<file path="src/hw/tsr_pkg.sv">
/*
  Shared constants and types of the temperature sensor register bank:
  register addresses, power-on values, field positions, the conversion
  carrier and the link engine states.
  Assumes nothing; compiled first.
*/
package tsr_pkg;

  // Register addresses
  localparam logic [7:0] ADDR_TEMP_HI = 8'h00;
  localparam logic [7:0] ADDR_TEMP_LO = 8'h01;
  localparam logic [7:0] ADDR_STATUS = 8'h02;
  localparam logic [7:0] ADDR_CFG = 8'h03;
  localparam logic [7:0] ADDR_UPPER_HI = 8'h04;
  localparam logic [7:0] ADDR_UPPER_LO = 8'h05;
  localparam logic [7:0] ADDR_LOWER_HI = 8'h06;
  localparam logic [7:0] ADDR_LOWER_LO = 8'h07;
  localparam logic [7:0] ADDR_CRIT_HI = 8'h08;
  localparam logic [7:0] ADDR_CRIT_LO = 8'h09;
  localparam logic [7:0] ADDR_HYST = 8'h0A;
  localparam logic [7:0] ADDR_ID = 8'h0B;
  localparam logic [7:0] ADDR_SWRST = 8'h2F;

  // Power-on values
  localparam logic [7:0] PTR_RST = 8'h00;
  localparam logic [7:0] TEMP_RST = 8'h00;
  localparam logic [7:0] CFG_RST = 8'h00;
  localparam logic [2:0] FLAGS_RST = 3'h0;
  localparam logic RDY_N_RST = 1'b0;
  localparam logic [7:0] UPPER_HI_RST = 8'h20;
  localparam logic [7:0] UPPER_LO_RST = 8'h00;
  localparam logic [7:0] LOWER_HI_RST = 8'h05;
  localparam logic [7:0] LOWER_LO_RST = 8'h00;
  localparam logic [7:0] CRIT_HI_RST = 8'h49;
  localparam logic [7:0] CRIT_LO_RST = 8'h80;
  localparam logic [7:0] HYST_RST = 8'h05;

  // Limit and hysteresis bytes, lowest address first
  localparam int LIM_COUNT = 7;
  localparam logic [LIM_COUNT-1:0][7:0] LIM_RST = {HYST_RST, CRIT_LO_RST, CRIT_HI_RST,
    LOWER_LO_RST, LOWER_HI_RST, UPPER_LO_RST, UPPER_HI_RST};

  // Field positions and codes
  localparam int CFG_RES_BIT = 7;
  localparam int CFG_MODE_LSB = 5;
  localparam logic [1:0] MODE_ONESHOT = 2'h1;
  localparam logic [1:0] MODE_ONESPS = 2'h2;
  localparam logic [3:0] BITS_PER_BYTE = 4'h8;

  // Conversion result from the converter, one-cycle valid
  typedef struct packed {
    logic valid;
    logic [15:0] code;
  } tsr_conv_s;

  // Link engine states
  typedef enum logic [3:0] {
    ST_IDLE, ST_ADDR, ST_ADDR_ACK, ST_PTR, ST_PTR_ACK,
    ST_WDATA, ST_WDATA_ACK, ST_RDATA, ST_RDATA_ACK
  } tsr_state_e;

endpackage : tsr_pkg

</file>
<file path="src/hw/tsr_pin_sync.sv">
/*
  Pin synchroniser for the two-wire link: three flops per pin, a level
  change is taken once the second and third flop agree, with one-cycle
  rise and fall pulses.
  Assumes pins idle high and a clock several times the link rate.
*/
`timescale 1ns/1ps

module tsr_pin_sync #(
  parameter int N = 2
) (
  // Clock and reset
  input wire logic clk,
  input wire logic rst,
  // Raw pins
  input wire logic [N-1:0] pin_in,
  // Filtered level and edge pulses
  output wire logic [N-1:0] lvl,
  output wire logic [N-1:0] rise,
  output wire logic [N-1:0] fall
);

  for (genvar i = 0; i < N; i++) begin : g_pin
    logic [2:0] sr;  // Shift chain, bit 0 first
    logic lvl_q;  // Accepted level
    logic rise_q;  // Rise pulse
    logic fall_q;  // Fall pulse

    // Three-flop chain and agreement filter
    always_ff @(posedge clk or posedge rst) begin
      if (rst) begin
        sr <= 3'h7;
        lvl_q <= 1'b1;
        rise_q <= 1'b0;
        fall_q <= 1'b0;
      end else begin
        sr <= {sr[1:0], pin_in[i]};
        rise_q <= 1'b0;
        fall_q <= 1'b0;
        // Change only when flops two and three agree
        if (sr[1] == sr[2] && sr[2] != lvl_q) begin
          lvl_q <= sr[2];
          rise_q <= sr[2];
          fall_q <= ~sr[2];
        end
      end
    end

    assign lvl[i] = lvl_q;
    assign rise[i] = rise_q;
    assign fall[i] = fall_q;
  end

endmodule : tsr_pin_sync

</file>
<file path="src/hw/tsr_reg_bank.sv">
/*
  Register bank of a digital temperature sensor behind a two-wire serial
  slave: pointer, temperature, status, configuration, limits, hysteresis,
  identification and software reset.
  Assumes the converter delivers results on core_clk and the link clock
  is much slower than core_clk.
*/
`timescale 1ns/1ps

// Functional notes
// [RULE1] Fourteen registers, each eight bits wide
// [RULE2] Read-only values; reset location is write-only
// [RULE3] Pointer powers up at zero
// [RULE4] Temperature, status, config at 0x00-0x03, zero default
// [RULE5] Limits 0x04-0x09, hysteresis, ID, reset address
// [RULE6] Limit and hysteresis power-on defaults
// [RULE7] Pointer byte first, data follows at pointer
// [RULE8] Temperature read auto-increments high to low
// [RULE9] Temperature stored two's complement, bit 15 sign
// [RULE10] Thirteen-bit mode puts alarm flags in bits 0-2
// [RULE11] Flags: below low, above high, above critical
// [RULE12] Sixteen-bit mode fills bits 0-2 with data
// [RULE13] Step is 1/128 or 1/16 degree
// [RULE14] Status flags clear on read or hysteresis return
// [RULE15] One-shot mode write returns ready inactive
// [RULE16] Ready low on new result, high on read
// [RULE17] Status bits 4-6 report low, high, critical
// [RULE18] Config bit 7 selects resolution
// [RULE19] Unmapped addresses read zero, ignore writes
module tsr_reg_bank #(
  parameter logic [6:0] DEV_ADDR = 7'h2A,  // Link address of this device, arbitrary
  parameter logic [7:0] ID_CODE = 8'hA5  // Arbitrary value
) (
  // Clock and reset
  input wire logic core_clk,
  input wire logic sys_rst,
  // Two-wire link pins
  input wire logic scl_in,
  input wire logic sda_in,
  output logic sda_out,
  output logic sda_oe,
  // Converter results
  input wire tsr_pkg::tsr_conv_s conv,
  // Configuration to the sequencer
  output logic [7:0] op_config
);

  logic [1:0] pin_lvl;  // Filtered scl, sda
  logic [1:0] pin_rise;  // Rising edges
  logic [1:0] pin_fall;  // Falling edges
  logic scl_rise;  // Clock edge pulses
  logic scl_fall;
  logic start_cond;  // Data falls, clock high
  logic stop_cond;  // Data rises, clock high
  tsr_pkg::tsr_state_e state;  // Link engine state
  logic [3:0] bit_cnt;  // Bits of current byte
  logic [7:0] rx_sh;  // Received byte
  logic [7:0] tx_sh;  // Byte being sent
  logic rw_bit;  // High for a read transfer
  logic acked;  // Host acked last byte
  logic [7:0] ptr;  // Register select pointer
  logic [7:0] temp_hi;  // Temperature high byte
  logic [7:0] temp_lo;  // Temperature low byte
  logic [2:0] flags;  // Critical, high, low status flags
  logic rdy_n;  // Conversion ready, active low
  logic [7:0] lim [tsr_pkg::LIM_COUNT];  // Limit and hysteresis bytes
  logic [7:0] rd_byte;  // Read mux output
  logic rd_strobe;  // Byte fetched for reading
  logic wr_strobe;  // Data byte complete
  logic ptr_load;  // Pointer byte complete
  logic soft_rst;  // Write to reset location
  logic temp_read;  // Temperature byte fetched
  logic stat_read;  // Status byte fetched
  logic mode_wr;  // One-shot or 1 SPS mode write
  logic res16;  // Sixteen-bit resolution
  logic [15:0] meas16;  // Result as stored
  logic signed [16:0] meas;  // Result, widened
  logic signed [16:0] up_lim;
  logic signed [16:0] lo_lim;
  logic signed [16:0] cr_lim;
  logic signed [16:0] hyst;
  logic [2:0] set_v;  // Flag set conditions
  logic [2:0] clr_v;  // Flag clear conditions

  // True when the address selects a limit or hysteresis byte
  function automatic logic is_lim_f(input logic [7:0] addr);
    return addr >= tsr_pkg::ADDR_UPPER_HI && addr <= tsr_pkg::ADDR_HYST;
  endfunction : is_lim_f

  // Pin synchroniser
  tsr_pin_sync #(
    .N(2)
  ) u_sync (
    .clk(core_clk),
    .rst(sys_rst),
    .pin_in({scl_in, sda_in}),
    .lvl(pin_lvl),
    .rise(pin_rise),
    .fall(pin_fall)
  );

  // Link conditions
  assign scl_rise = pin_rise[1];
  assign scl_fall = pin_fall[1];
  assign start_cond = pin_fall[0] && pin_lvl[1];
  assign stop_cond = pin_rise[0] && pin_lvl[1];

  // [RULE7] Access strobes from pointer
  assign ptr_load = scl_fall && state == tsr_pkg::ST_PTR && bit_cnt == tsr_pkg::BITS_PER_BYTE;
  assign wr_strobe = scl_fall && state == tsr_pkg::ST_WDATA
    && bit_cnt == tsr_pkg::BITS_PER_BYTE;
  assign rd_strobe = scl_fall && ((state == tsr_pkg::ST_ADDR_ACK && rw_bit)
    || (state == tsr_pkg::ST_RDATA_ACK && acked));
  assign soft_rst = wr_strobe && ptr == tsr_pkg::ADDR_SWRST;
  assign temp_read = rd_strobe && (ptr == tsr_pkg::ADDR_TEMP_HI || ptr == tsr_pkg::ADDR_TEMP_LO);
  assign stat_read = rd_strobe && ptr == tsr_pkg::ADDR_STATUS;
  assign mode_wr = wr_strobe && ptr == tsr_pkg::ADDR_CFG
    && (rx_sh[tsr_pkg::CFG_MODE_LSB +: 2] == tsr_pkg::MODE_ONESHOT
    || rx_sh[tsr_pkg::CFG_MODE_LSB +: 2] == tsr_pkg::MODE_ONESPS);

  // Link engine: bytes in, acks, bytes out
  always_ff @(posedge core_clk or posedge sys_rst) begin
    if (sys_rst) begin
      state <= tsr_pkg::ST_IDLE;
      bit_cnt <= 4'h0;
      rx_sh <= 8'h00;
      tx_sh <= 8'h00;
      rw_bit <= 1'b0;
      acked <= 1'b0;
      sda_oe <= 1'b0;
    end else if (start_cond) begin
      // Start or repeated start
      state <= tsr_pkg::ST_ADDR;
      bit_cnt <= 4'h0;
      sda_oe <= 1'b0;
    end else if (stop_cond) begin
      state <= tsr_pkg::ST_IDLE;
      sda_oe <= 1'b0;
    end else begin
      case (state)
        tsr_pkg::ST_ADDR, tsr_pkg::ST_PTR, tsr_pkg::ST_WDATA: begin
          if (scl_rise) begin
            rx_sh <= {rx_sh[6:0], pin_lvl[0]};
            bit_cnt <= 4'(bit_cnt + 4'h1);
          end else if (scl_fall && bit_cnt == tsr_pkg::BITS_PER_BYTE) begin
            bit_cnt <= 4'h0;
            if (state == tsr_pkg::ST_ADDR) begin
              rw_bit <= rx_sh[0];
              // Ack own address only
              if (rx_sh[7:1] == DEV_ADDR) begin
                sda_oe <= 1'b1;
                state <= tsr_pkg::ST_ADDR_ACK;
              end else begin
                state <= tsr_pkg::ST_IDLE;
              end
            end else begin
              sda_oe <= 1'b1;
              state <= (state == tsr_pkg::ST_PTR) ? tsr_pkg::ST_PTR_ACK
                : tsr_pkg::ST_WDATA_ACK;
            end
          end
        end
        tsr_pkg::ST_ADDR_ACK: begin
          if (scl_fall && !rw_bit) begin
            // [RULE7] Pointer byte comes first
            sda_oe <= 1'b0;
            state <= tsr_pkg::ST_PTR;
          end
        end
        tsr_pkg::ST_PTR_ACK, tsr_pkg::ST_WDATA_ACK: begin
          if (scl_fall) begin
            sda_oe <= 1'b0;
            state <= tsr_pkg::ST_WDATA;
          end
        end
        tsr_pkg::ST_RDATA: begin
          if (scl_rise) begin
            bit_cnt <= 4'(bit_cnt + 4'h1);
          end else if (scl_fall) begin
            if (bit_cnt == tsr_pkg::BITS_PER_BYTE) begin
              sda_oe <= 1'b0;
              state <= tsr_pkg::ST_RDATA_ACK;
            end else begin
              sda_oe <= ~tx_sh[6];
              tx_sh <= {tx_sh[6:0], 1'b0};
            end
          end
        end
        tsr_pkg::ST_RDATA_ACK: begin
          if (scl_rise) begin
            acked <= ~pin_lvl[0];
          end else if (scl_fall && !acked) begin
            state <= tsr_pkg::ST_IDLE;
          end
        end
        default: begin
          state <= tsr_pkg::ST_IDLE;
        end
      endcase
      // Fetch next read byte, drive its first bit
      if (rd_strobe) begin
        tx_sh <= rd_byte;
        sda_oe <= ~rd_byte[7];
        bit_cnt <= 4'h0;
        state <= tsr_pkg::ST_RDATA;
      end
    end
  end

  // Open-drain pin only ever pulls low
  always_ff @(posedge core_clk or posedge sys_rst) begin
    if (sys_rst) begin
      sda_out <= 1'b0;
    end else begin
      sda_out <= 1'b0;
    end
  end

  // Register select pointer
  always_ff @(posedge core_clk or posedge sys_rst) begin
    if (sys_rst) begin
      // [RULE3] Power-up pointer
      ptr <= tsr_pkg::PTR_RST;
    end else if (soft_rst) begin
      ptr <= tsr_pkg::PTR_RST;
    end else if (ptr_load) begin
      ptr <= rx_sh;
    end else if (rd_strobe || wr_strobe) begin
      // [RULE8] Auto-increment per byte
      ptr <= 8'(ptr + 8'h01);
    end
  end

  // Configuration register
  always_ff @(posedge core_clk or posedge sys_rst) begin
    if (sys_rst) begin
      op_config <= tsr_pkg::CFG_RST;
    end else if (soft_rst) begin
      op_config <= tsr_pkg::CFG_RST;
    end else if (wr_strobe && ptr == tsr_pkg::ADDR_CFG) begin
      op_config <= rx_sh;
    end
  end

  // Limit and hysteresis bytes
  for (genvar i = 0; i < tsr_pkg::LIM_COUNT; i++) begin : g_lim
    always_ff @(posedge core_clk or posedge sys_rst) begin
      if (sys_rst) begin
        // [RULE6] Limit defaults
        lim[i] <= tsr_pkg::LIM_RST[i];
      end else if (soft_rst) begin
        lim[i] <= tsr_pkg::LIM_RST[i];
      end else if (wr_strobe && ptr == 8'(tsr_pkg::ADDR_UPPER_HI + i)) begin
        // [RULE5] Limits and hysteresis at 0x04-0x0A
        lim[i] <= rx_sh;
      end
    end
  end

  // [RULE18] Resolution select
  assign res16 = op_config[tsr_pkg::CFG_RES_BIT];
  // [RULE13] Both formats in 1/128 degree units
  assign meas16 = res16 ? conv.code : {conv.code[15:3], 3'h0};
  assign meas = {meas16[15], meas16};
  assign up_lim = {lim[0][7], lim[0], lim[1]};
  assign lo_lim = {lim[2][7], lim[2], lim[3]};
  assign cr_lim = {lim[4][7], lim[4], lim[5]};
  // Whole degrees to 1/128 units
  assign hyst = {2'h0, lim[6], 7'h00};

  // [RULE11] Limit crossings
  assign set_v = {meas > cr_lim, meas > up_lim, meas < lo_lim};
  // [RULE14] Return inside limits with hysteresis
  assign clr_v = {meas < cr_lim - hyst, meas < up_lim - hyst, meas > lo_lim + hyst};

  // Temperature value registers
  always_ff @(posedge core_clk or posedge sys_rst) begin
    if (sys_rst) begin
      temp_hi <= tsr_pkg::TEMP_RST;
      temp_lo <= tsr_pkg::TEMP_RST;
    end else if (conv.valid) begin
      // [RULE9] Two's complement, bit 15 sign
      temp_hi <= meas16[15:8];
      if (res16) begin
        // [RULE12] Full sixteen-bit data
        temp_lo <= meas16[7:0];
      end else begin
        // [RULE10] Flags in low three bits
        temp_lo <= {meas16[7:3], set_v};
      end
    end
  end

  // Status flags; a new crossing wins over a clear
  for (genvar f = 0; f < 3; f++) begin : g_flag
    always_ff @(posedge core_clk or posedge sys_rst) begin
      if (sys_rst) begin
        flags[f] <= tsr_pkg::FLAGS_RST[f];
      end else if (conv.valid && set_v[f]) begin
        // [RULE17] Set on crossing
        flags[f] <= 1'b1;
      end else if (soft_rst) begin
        flags[f] <= tsr_pkg::FLAGS_RST[f];
      end else if (stat_read || (conv.valid && clr_v[f])) begin
        // [RULE14] Clear on read or return
        flags[f] <= 1'b0;
      end
    end
  end

  // Conversion ready, active low
  always_ff @(posedge core_clk or posedge sys_rst) begin
    if (sys_rst) begin
      rdy_n <= tsr_pkg::RDY_N_RST;
    end else if (conv.valid) begin
      // [RULE16] New result written
      rdy_n <= 1'b0;
    end else if (soft_rst) begin
      rdy_n <= tsr_pkg::RDY_N_RST;
    end else if (temp_read || mode_wr) begin
      // [RULE15] Inactive on temperature read or mode write
      rdy_n <= 1'b1;
    end
  end

  // Read mux over the register map
  always_comb begin
    // [RULE19] Unmapped and write-only read zero
    rd_byte = 8'h00;
    // [RULE1] Eight-bit register decode
    case (ptr)
      // [RULE4] Low four addresses
      tsr_pkg::ADDR_TEMP_HI: rd_byte = temp_hi;
      tsr_pkg::ADDR_TEMP_LO: rd_byte = temp_lo;
      tsr_pkg::ADDR_STATUS: rd_byte = {rdy_n, flags, 4'h0};
      tsr_pkg::ADDR_CFG: rd_byte = op_config;
      // [RULE2] Identification is read-only
      tsr_pkg::ADDR_ID: rd_byte = ID_CODE;
      default: begin
        if (is_lim_f(ptr)) begin
          rd_byte = lim[3'(ptr - tsr_pkg::ADDR_UPPER_HI)];
        end
      end
    endcase
  end
endmodule : tsr_reg_bank
</file>
<file path="config.mk">
export PLATFORM = sky130hd
export DESIGN_NAME = tsr_reg_bank
export DESIGN_NICKNAME = d
export VERILOG_FILES = /design/src/hw/tsr_pkg.sv /design/src/hw/tsr_pin_sync.sv /design/src/hw/tsr_reg_bank.sv
export SDC_FILE = /design/constraint.sdc
export NUM_CORES = 1
export LEC_CHECK = 0
export BUFFER_PORTS_ARGS = -buffer_cell sky130_fd_sc_hd__buf_2
export CAP_MARGIN = 30
export CORE_MARGIN = 8
export CORE_UTILIZATION = 65
export CTS_BUF_LIST = sky130_fd_sc_hd__clkbuf_8
export CTS_CLUSTER_DIAMETER = 200
export CTS_CLUSTER_SIZE = 14
export DETAILED_ROUTE_END_ITERATION = 7
export GPL_ROUTABILITY_DRIVEN = 0
export GPL_TIMING_DRIVEN = 0
export PLACE_DENSITY_LB_ADDON = 0.05
export SYNTH_ARGS = -nofsm -noshare
export SYNTH_HDL_FRONTEND = slang
export SYNTH_SLANG_ARGS = --single-unit
</file>
<file path="constraint.sdc">
create_clock -name core_clk -period 4.22 [get_ports core_clk]
set_input_delay 0.422 -clock core_clk [delete_from_list [all_inputs] [get_ports core_clk]]
set_output_delay 0.422 -clock core_clk [all_outputs]
set_load 0.005 [all_outputs]
</file>
== After elaboration in Yosys (flattened, before gate mapping) ==
Index checks and enable logic that the tools add are counted.

* Flip-flop bits (word level): 130
* Output and inout bits: 10

* Add/subtract/negate cells: 6
* Order comparisons: 9
* Equality and inequality tests: 43
* Multiplexer cells: 83
* Bitwise gates (word level): 9
* Reductions and logical operators: 70

{| class="wikitable"
|+ Operators by type and width
! kind !! count
|-
| 2-to-1 mux 8 bit || 22
|-
| 2-to-1 mux 4 bit || 19
|-
| case mux 8 bit (5 select lines) || 1
|-
| 2-to-1 mux 7 bit || 5
|-
| less-than comparator 16 x 17 -> 1 bit || 2
|-
| subtractor 16 x 16 -> 17 bit || 2
|-
| logical AND 1 bit || 33
|-
| == test 8 x 3 -> 1 bit, second input constant || 4
|-
| == test 8 x 4 -> 1 bit, second input constant || 4
|-
| greater-than comparator 16 bit || 2
|-
| 2-to-1 mux 1 bit || 28
|-
| inequality test 5 x 4 -> 1 bit, second input constant || 5
|-
| inequality test 5 bit, second input constant || 5
|-
| binary-select mux 8 bit (select 3 bit) || 1
|-
| case mux 4 bit (5 select lines) || 1
|-
| nonzero test 2 bit || 10
|-
| adder 16 x 16 -> 17 bit || 1
|-
| greater-than comparator 16 x 17 -> 1 bit || 1
|-
| == test 4 x 3 -> 1 bit, second input constant || 4
|-
| == test 8 x 2 -> 1 bit, second input constant || 2
|-
| less-than comparator 16 bit || 1
|-
| nonzero test 3 bit || 5
|-
| AND reduction 4 bit || 3
|-
| AND reduction 6 bit || 2
|-
| 34 further kinds || 57
|}

== Longest topological paths before layout ==
* Depth after elaboration: 11
* Depth in mapped cells: 16
* Depth with buffers taken out: 16

== By module ==
From an unflattened synthesis, not the netlist that was laid out.

* Cell total of the unflattened synthesis: 1025
* Area, all modules: 9386.5 um^2

{| class="wikitable"
|+ Modules (own cells, without submodules)
! module !! times used !! cells each !! area an instance (um^2) !! seq. area each (um^2)
|-
| tsr_reg_bank || 1 || 1000 || 8969.9 || 2964.1
|-
| tsr_pin_sync || 1 || 25 || 416.6 || 310.3
|}

== Worst setup path before layout ==
Ideal clock, no wire load.

* Path type: register -> register
* Start: reg lim (netlist bit hyst[7])
* End: reg flags[2]
* Setup time: 0.120 ns
* Arrival: 3.131 ns
* Required time: 4.100 ns
* Slack: 0.969 ns
* Cell stages (with the launch flop): 15
* Buffers on the path: 0
* Clock period less this slack: 3.251 ns
* Cell sequence: dfstp_2 > ha_1 > inv_1 > fa_1 > a21oi_1 > nor2_1 > nor2_1 > o21ai_0 > o41ai_1 > xnor2_1 > ha_1 > and4_1 > a221oi_1 > o211ai_1 > a31o_2

* Cells in the longest elaborated chain, start to end: 5

{| class="wikitable"
|+ RTL lines
! item !! RTL line !! text
|-
| start: declaration || tsr_reg_bank.sv:66 || <nowiki>logic [7:0] lim [tsr_pkg::LIM_COUNT];</nowiki>
|-
| start signal: indexed assignment || tsr_reg_bank.sv:250 || <nowiki>lim[i] <= tsr_pkg::LIM_RST[i];</nowiki>
|-
| start signal: indexed assignment || tsr_reg_bank.sv:252 || <nowiki>lim[i] <= tsr_pkg::LIM_RST[i];</nowiki>
|-
| start signal: indexed assignment || tsr_reg_bank.sv:255 || <nowiki>lim[i] <= rx_sh;</nowiki>
|-
| subtractor 16 x 16 -> 17 bit || tsr_reg_bank.sv:274 || <nowiki>assign clr_v = {meas < cr_lim - hyst, meas < up_lim - hyst, meas > lo_lim + hyst};</nowiki>
|-
| less-than comparator 16 x 17 -> 1 bit || tsr_reg_bank.sv:274 ||
|-
| logical AND 1 bit || tsr_reg_bank.sv:304 || <nowiki>end else if (stat_read || (conv.valid && clr_v[f])) begin</nowiki>
|-
| logical OR 1 bit || tsr_reg_bank.sv:304 ||
|-
| nonzero test 3 bit (no line) || n/a ||
|-
| end signal: indexed assignment || tsr_reg_bank.sv:298 || <nowiki>flags[f] <= tsr_pkg::FLAGS_RST[f];</nowiki>
|-
| end signal: indexed assignment || tsr_reg_bank.sv:303 || <nowiki>flags[f] <= tsr_pkg::FLAGS_RST[f];</nowiki>
|-
| end: declaration || tsr_reg_bank.sv:64 || <nowiki>logic [2:0] flags;</nowiki>
|}

Every way passes these cells.
A chain may end at the register's enable or synchronous reset.

== Final worst setup path ==
Same ends and word-level chain as after synthesis.

==> reports/qor.txt <==
fin. max-slew vios -> 0
Root Driver -> clkbuf_8
Clock Skews -> 17.4 ps
WS Path Type -> reg -> reg
Comb pwr share -> 9.7%
Starting Density -> 65.4%
Min-Delay Path Class -> in -> reg
Vias/cell -> 6.67
crit path max fanout -> 5
max-cap violation count -> 0
Synth area leader -> dfrtp_1
layout cells sized above 1 -> 13.2%
Final period util -> 91.4%
Avg WL per Cell -> 22.2 microns
HPWL after DPL -> 21300 microns
peak supply drop -> 0.308 mV
Final Non-Filler Cells -> 1275
Inserted Diodes -> 0
synth-to-layout area growth -> 8.52%
crit-path cells -> ha_1, inv_1, fa_1, a21oi_1, nor2_1, nor2_1, o21ai_0, o41ai_1, xnor2_1, ha_1, and4_1, a221oi_1, o211ai_1, a31o_2
Synth warnings -> 0
pin count of the biggest net entering global routing -> 99
DRT Pass-1 Iters -> 8
Min Clock Period, post-route -> 3860 ps
Reg power frac -> 50.3%
most instantiated library cell after synthesis -> nand2_1
Sw Ratio -> 27.4%
drt total wl -> 28300 microns
Clk pwr share -> 40.0%
Worst EP required -> 4570 ps
post-synthesis net count -> 1162
top cells by area, synth -> dfrtp_1 (30%), ha_1 (15%), nand2_1 (5.1%), dfstp_2 (4.8%), o21ai_0 (4.2%)
type of origin of the critical path -> flop
FMAX -> 259 MHz
Crit path buffers/inverters -> 1
Post-Synthesis Cells -> 1029
leakage -> 4.43 nW
Slew headroom -> 48.4%
PostCTS Resize Cnt -> 0
Unique masters post-synth -> 78
Port Buffers -> 28
Final #Nets -> 1211
first-pass GRT wire length -> 43800 microns
Post-route DRC -> 0
Internal -> 0.00188 W
cell area after synthesis -> 9360 sq um
Total GRT Usage -> 31.3%
final setup fails -> 0
# fillers -> 1125
Hold WS -> 63.5 ps
final hold viol count -> 0
pwr dens -> 256 nW/um^2
DP Cell Count -> 1242
CTS buffer count -> 17
CTS tree -> done
Seq cells post-synth -> 130
Ports -> 31
RSZ-0062 raised after global routing -> no
CP peak stage delay -> 660 ps
status -> finished, final reports clean
async set-reset flop share out of synthesis -> 100%
die height -> 136 microns
Clock Path Buffers -> 2
initial antenna violation count -> 0
DR vias -> 8509
Placeable Area -> 14300 sq um
Top FF cell, synth -> dfrtp_1
Cell Rows -> 44
initial drt markers -> 947
Synth top cells by count -> nand2_1 (127), dfrtp_1 (113), ha_1 (109)
Psw -> 0.000711 W
nature of the critical path endpoint -> flop
Clock Latency Late Sink -> 470 ps
Post-CTS Hold Fix Bufs -> 1
vias in the first global route -> 7990
Mean Syn Cell Area -> 9.09 sq um
die area -> 18500 sq um
die width -> 136 microns
Worst-Margin Slew -> 769 ps
antenna viol nets, final -> 0
Clock Sinks -> 130
sequential fraction of the synthesis area -> 35.0%
Yosys top cell area share -> 30.2%
critical path's top delay family -> compound AO/OA/AOI/OAI gates
Slowest-stage cell, CP -> dfstp_2
Post-CTS Setup Bufs -> 0
Worst EP arrival -> 4200 ps
gr ovfl total -> 0
Post-synth EDFFs -> 0
htree depth -> 4
clock-pin slew on the worst setup and hold paths -> 70 ps
==> metrics by stage <==
step,setup TNS (ps),area [sq um],util (%),setup WS [ps],power [W]
finish,0,10200,70.9,364,0.00260
global route,0,10200,70.9,123,0.00269
CTS,0,10200,70.9,392,0.00259
detailed placement,0,9760,68.2,411,0.00157
global placement,-126260,9730,68.0,-1130,0.00156
floorplan,0,9360,-,357,0.00148
==> registers in the layout (all words and copies together), names as in the netlist, 2 cells and up <==
| register | flops |
|---|---|
| lim | 32 |
| cr_lim | 16 |
| hyst | 8 |
| op_config | 8 |
| ptr | 8 |
| rx_sh | 8 |
| temp_hi | 8 |
| temp_lo | 8 |
| tx_sh | 7 |
| u_sync.g_pin.sr | 6 |
| bit_cnt | 4 |
| state | 4 |
| flags | 3 |
| u_sync.g_pin.fall_q | 2 |
| u_sync.g_pin.lvl_q | 2 |
| u_sync.g_pin.rise_q | 2 |
==> final cells by class <==
class                      count  area (sq um)  area share, %
tap                          184           230           2.27
sequential                   130          3270           32.2
clock inverter                12           109           1.07
clock buffer                  20           275           2.71
timing repair buffer          30           178           1.75
inverter                      87           332           3.27
multi-input combinational    772          5580           55.0
buffer                        40           175           1.72
==> routing by layer <==
metal / track usage [%] / vias up / wire (microns)
met3: 8.17 / 105 / 3110
met4: 13.7 / 0 / 1230
met2: 46.3 / 507 / 12200
li1: - / 3843 / -
met5: 0 / - / 0
met1: 42.5 / 4054 / 11700
==> power by group through the flow <==
stage,logic [W],clock network [W],registers (W)
3_5_place_dp,0.000244,0,0.00133
6_report,0.000251,0.00104,0.00131
4_1_cts,0.000246,0.00104,0.00131
2_1_floorplan,0.000159,0,0.00132
5_1_grt,0.000277,0.00110,0.00131
3_3_place_gp,0.000233,0,0.00133
==> path summary, 6_finish.rpt <==
kind / depth (start not counted) / end / start / slack, ps
max in group asynchronous: 4 / cr_lim[11] / sys_rst / 2950
hold / removal: 1 / u_sync.g_pin[0].sr[0] / sda_in / 60
setup reg to reg: 14 / flags[2] / hyst[7] / 360
hold reg to reg: 0 / u_sync.g_pin[0].sr[1] / u_sync.g_pin[0].sr[0] / 360
setup / recovery: 14 / flags[2] / hyst[7] / 360
min in group asynchronous: 3 / bit_cnt[3] / sys_rst / 480
==> logic make-up after synthesis <==
family                     synth area share [%]
AOI/OAI and AO/OA                          17.9
other                                    0.0401
adders and majority gates                  15.2
DFF                                        35.0
xor gates and xnor gates                   1.68
and+or+nand+nor                            16.5
buffers and inverters                      5.36
muxes                                      8.25
==> placed cells by master (no fill, tap or decap), types with 8 or more instances in the layout <==
master,synthesis,routed
nand2_1,127,127
dfrtp_1,113,113
ha_1,109,109
inv_1,85,85
o21ai_0,79,79
a21oi_1,58,58
nor2_1,54,54
buf_2,14,42
nand3_1,32,32
mux2i_1,31,31
mux2_2,25,25
clkbuf_1,24,24
nor3_1,21,21
clkbuf_8,0,20
a21o_1,18,18
dfstp_2,17,17
a211oi_1,12,12
nand4_1,11,11
a31oi_1,10,10
xnor2_1,10,10
a221oi_1,10,10
o31ai_1,10,10
o21ai_1,9,9
xor2_1,8,8
mux4_2,8,8
==> worst reg2reg max path: cells and delay by family (launching register included) <==
kind                       cells  cell delay [ps]
AOI/OAI and AO/OA              6             1550
xor gates and xnor gates       1              180
adders and majority gates      3              900
buffers and inverters          1               60
DFF                            1              660
and+or+nand+nor                3              410
Power figures use the tool's default switching activity.
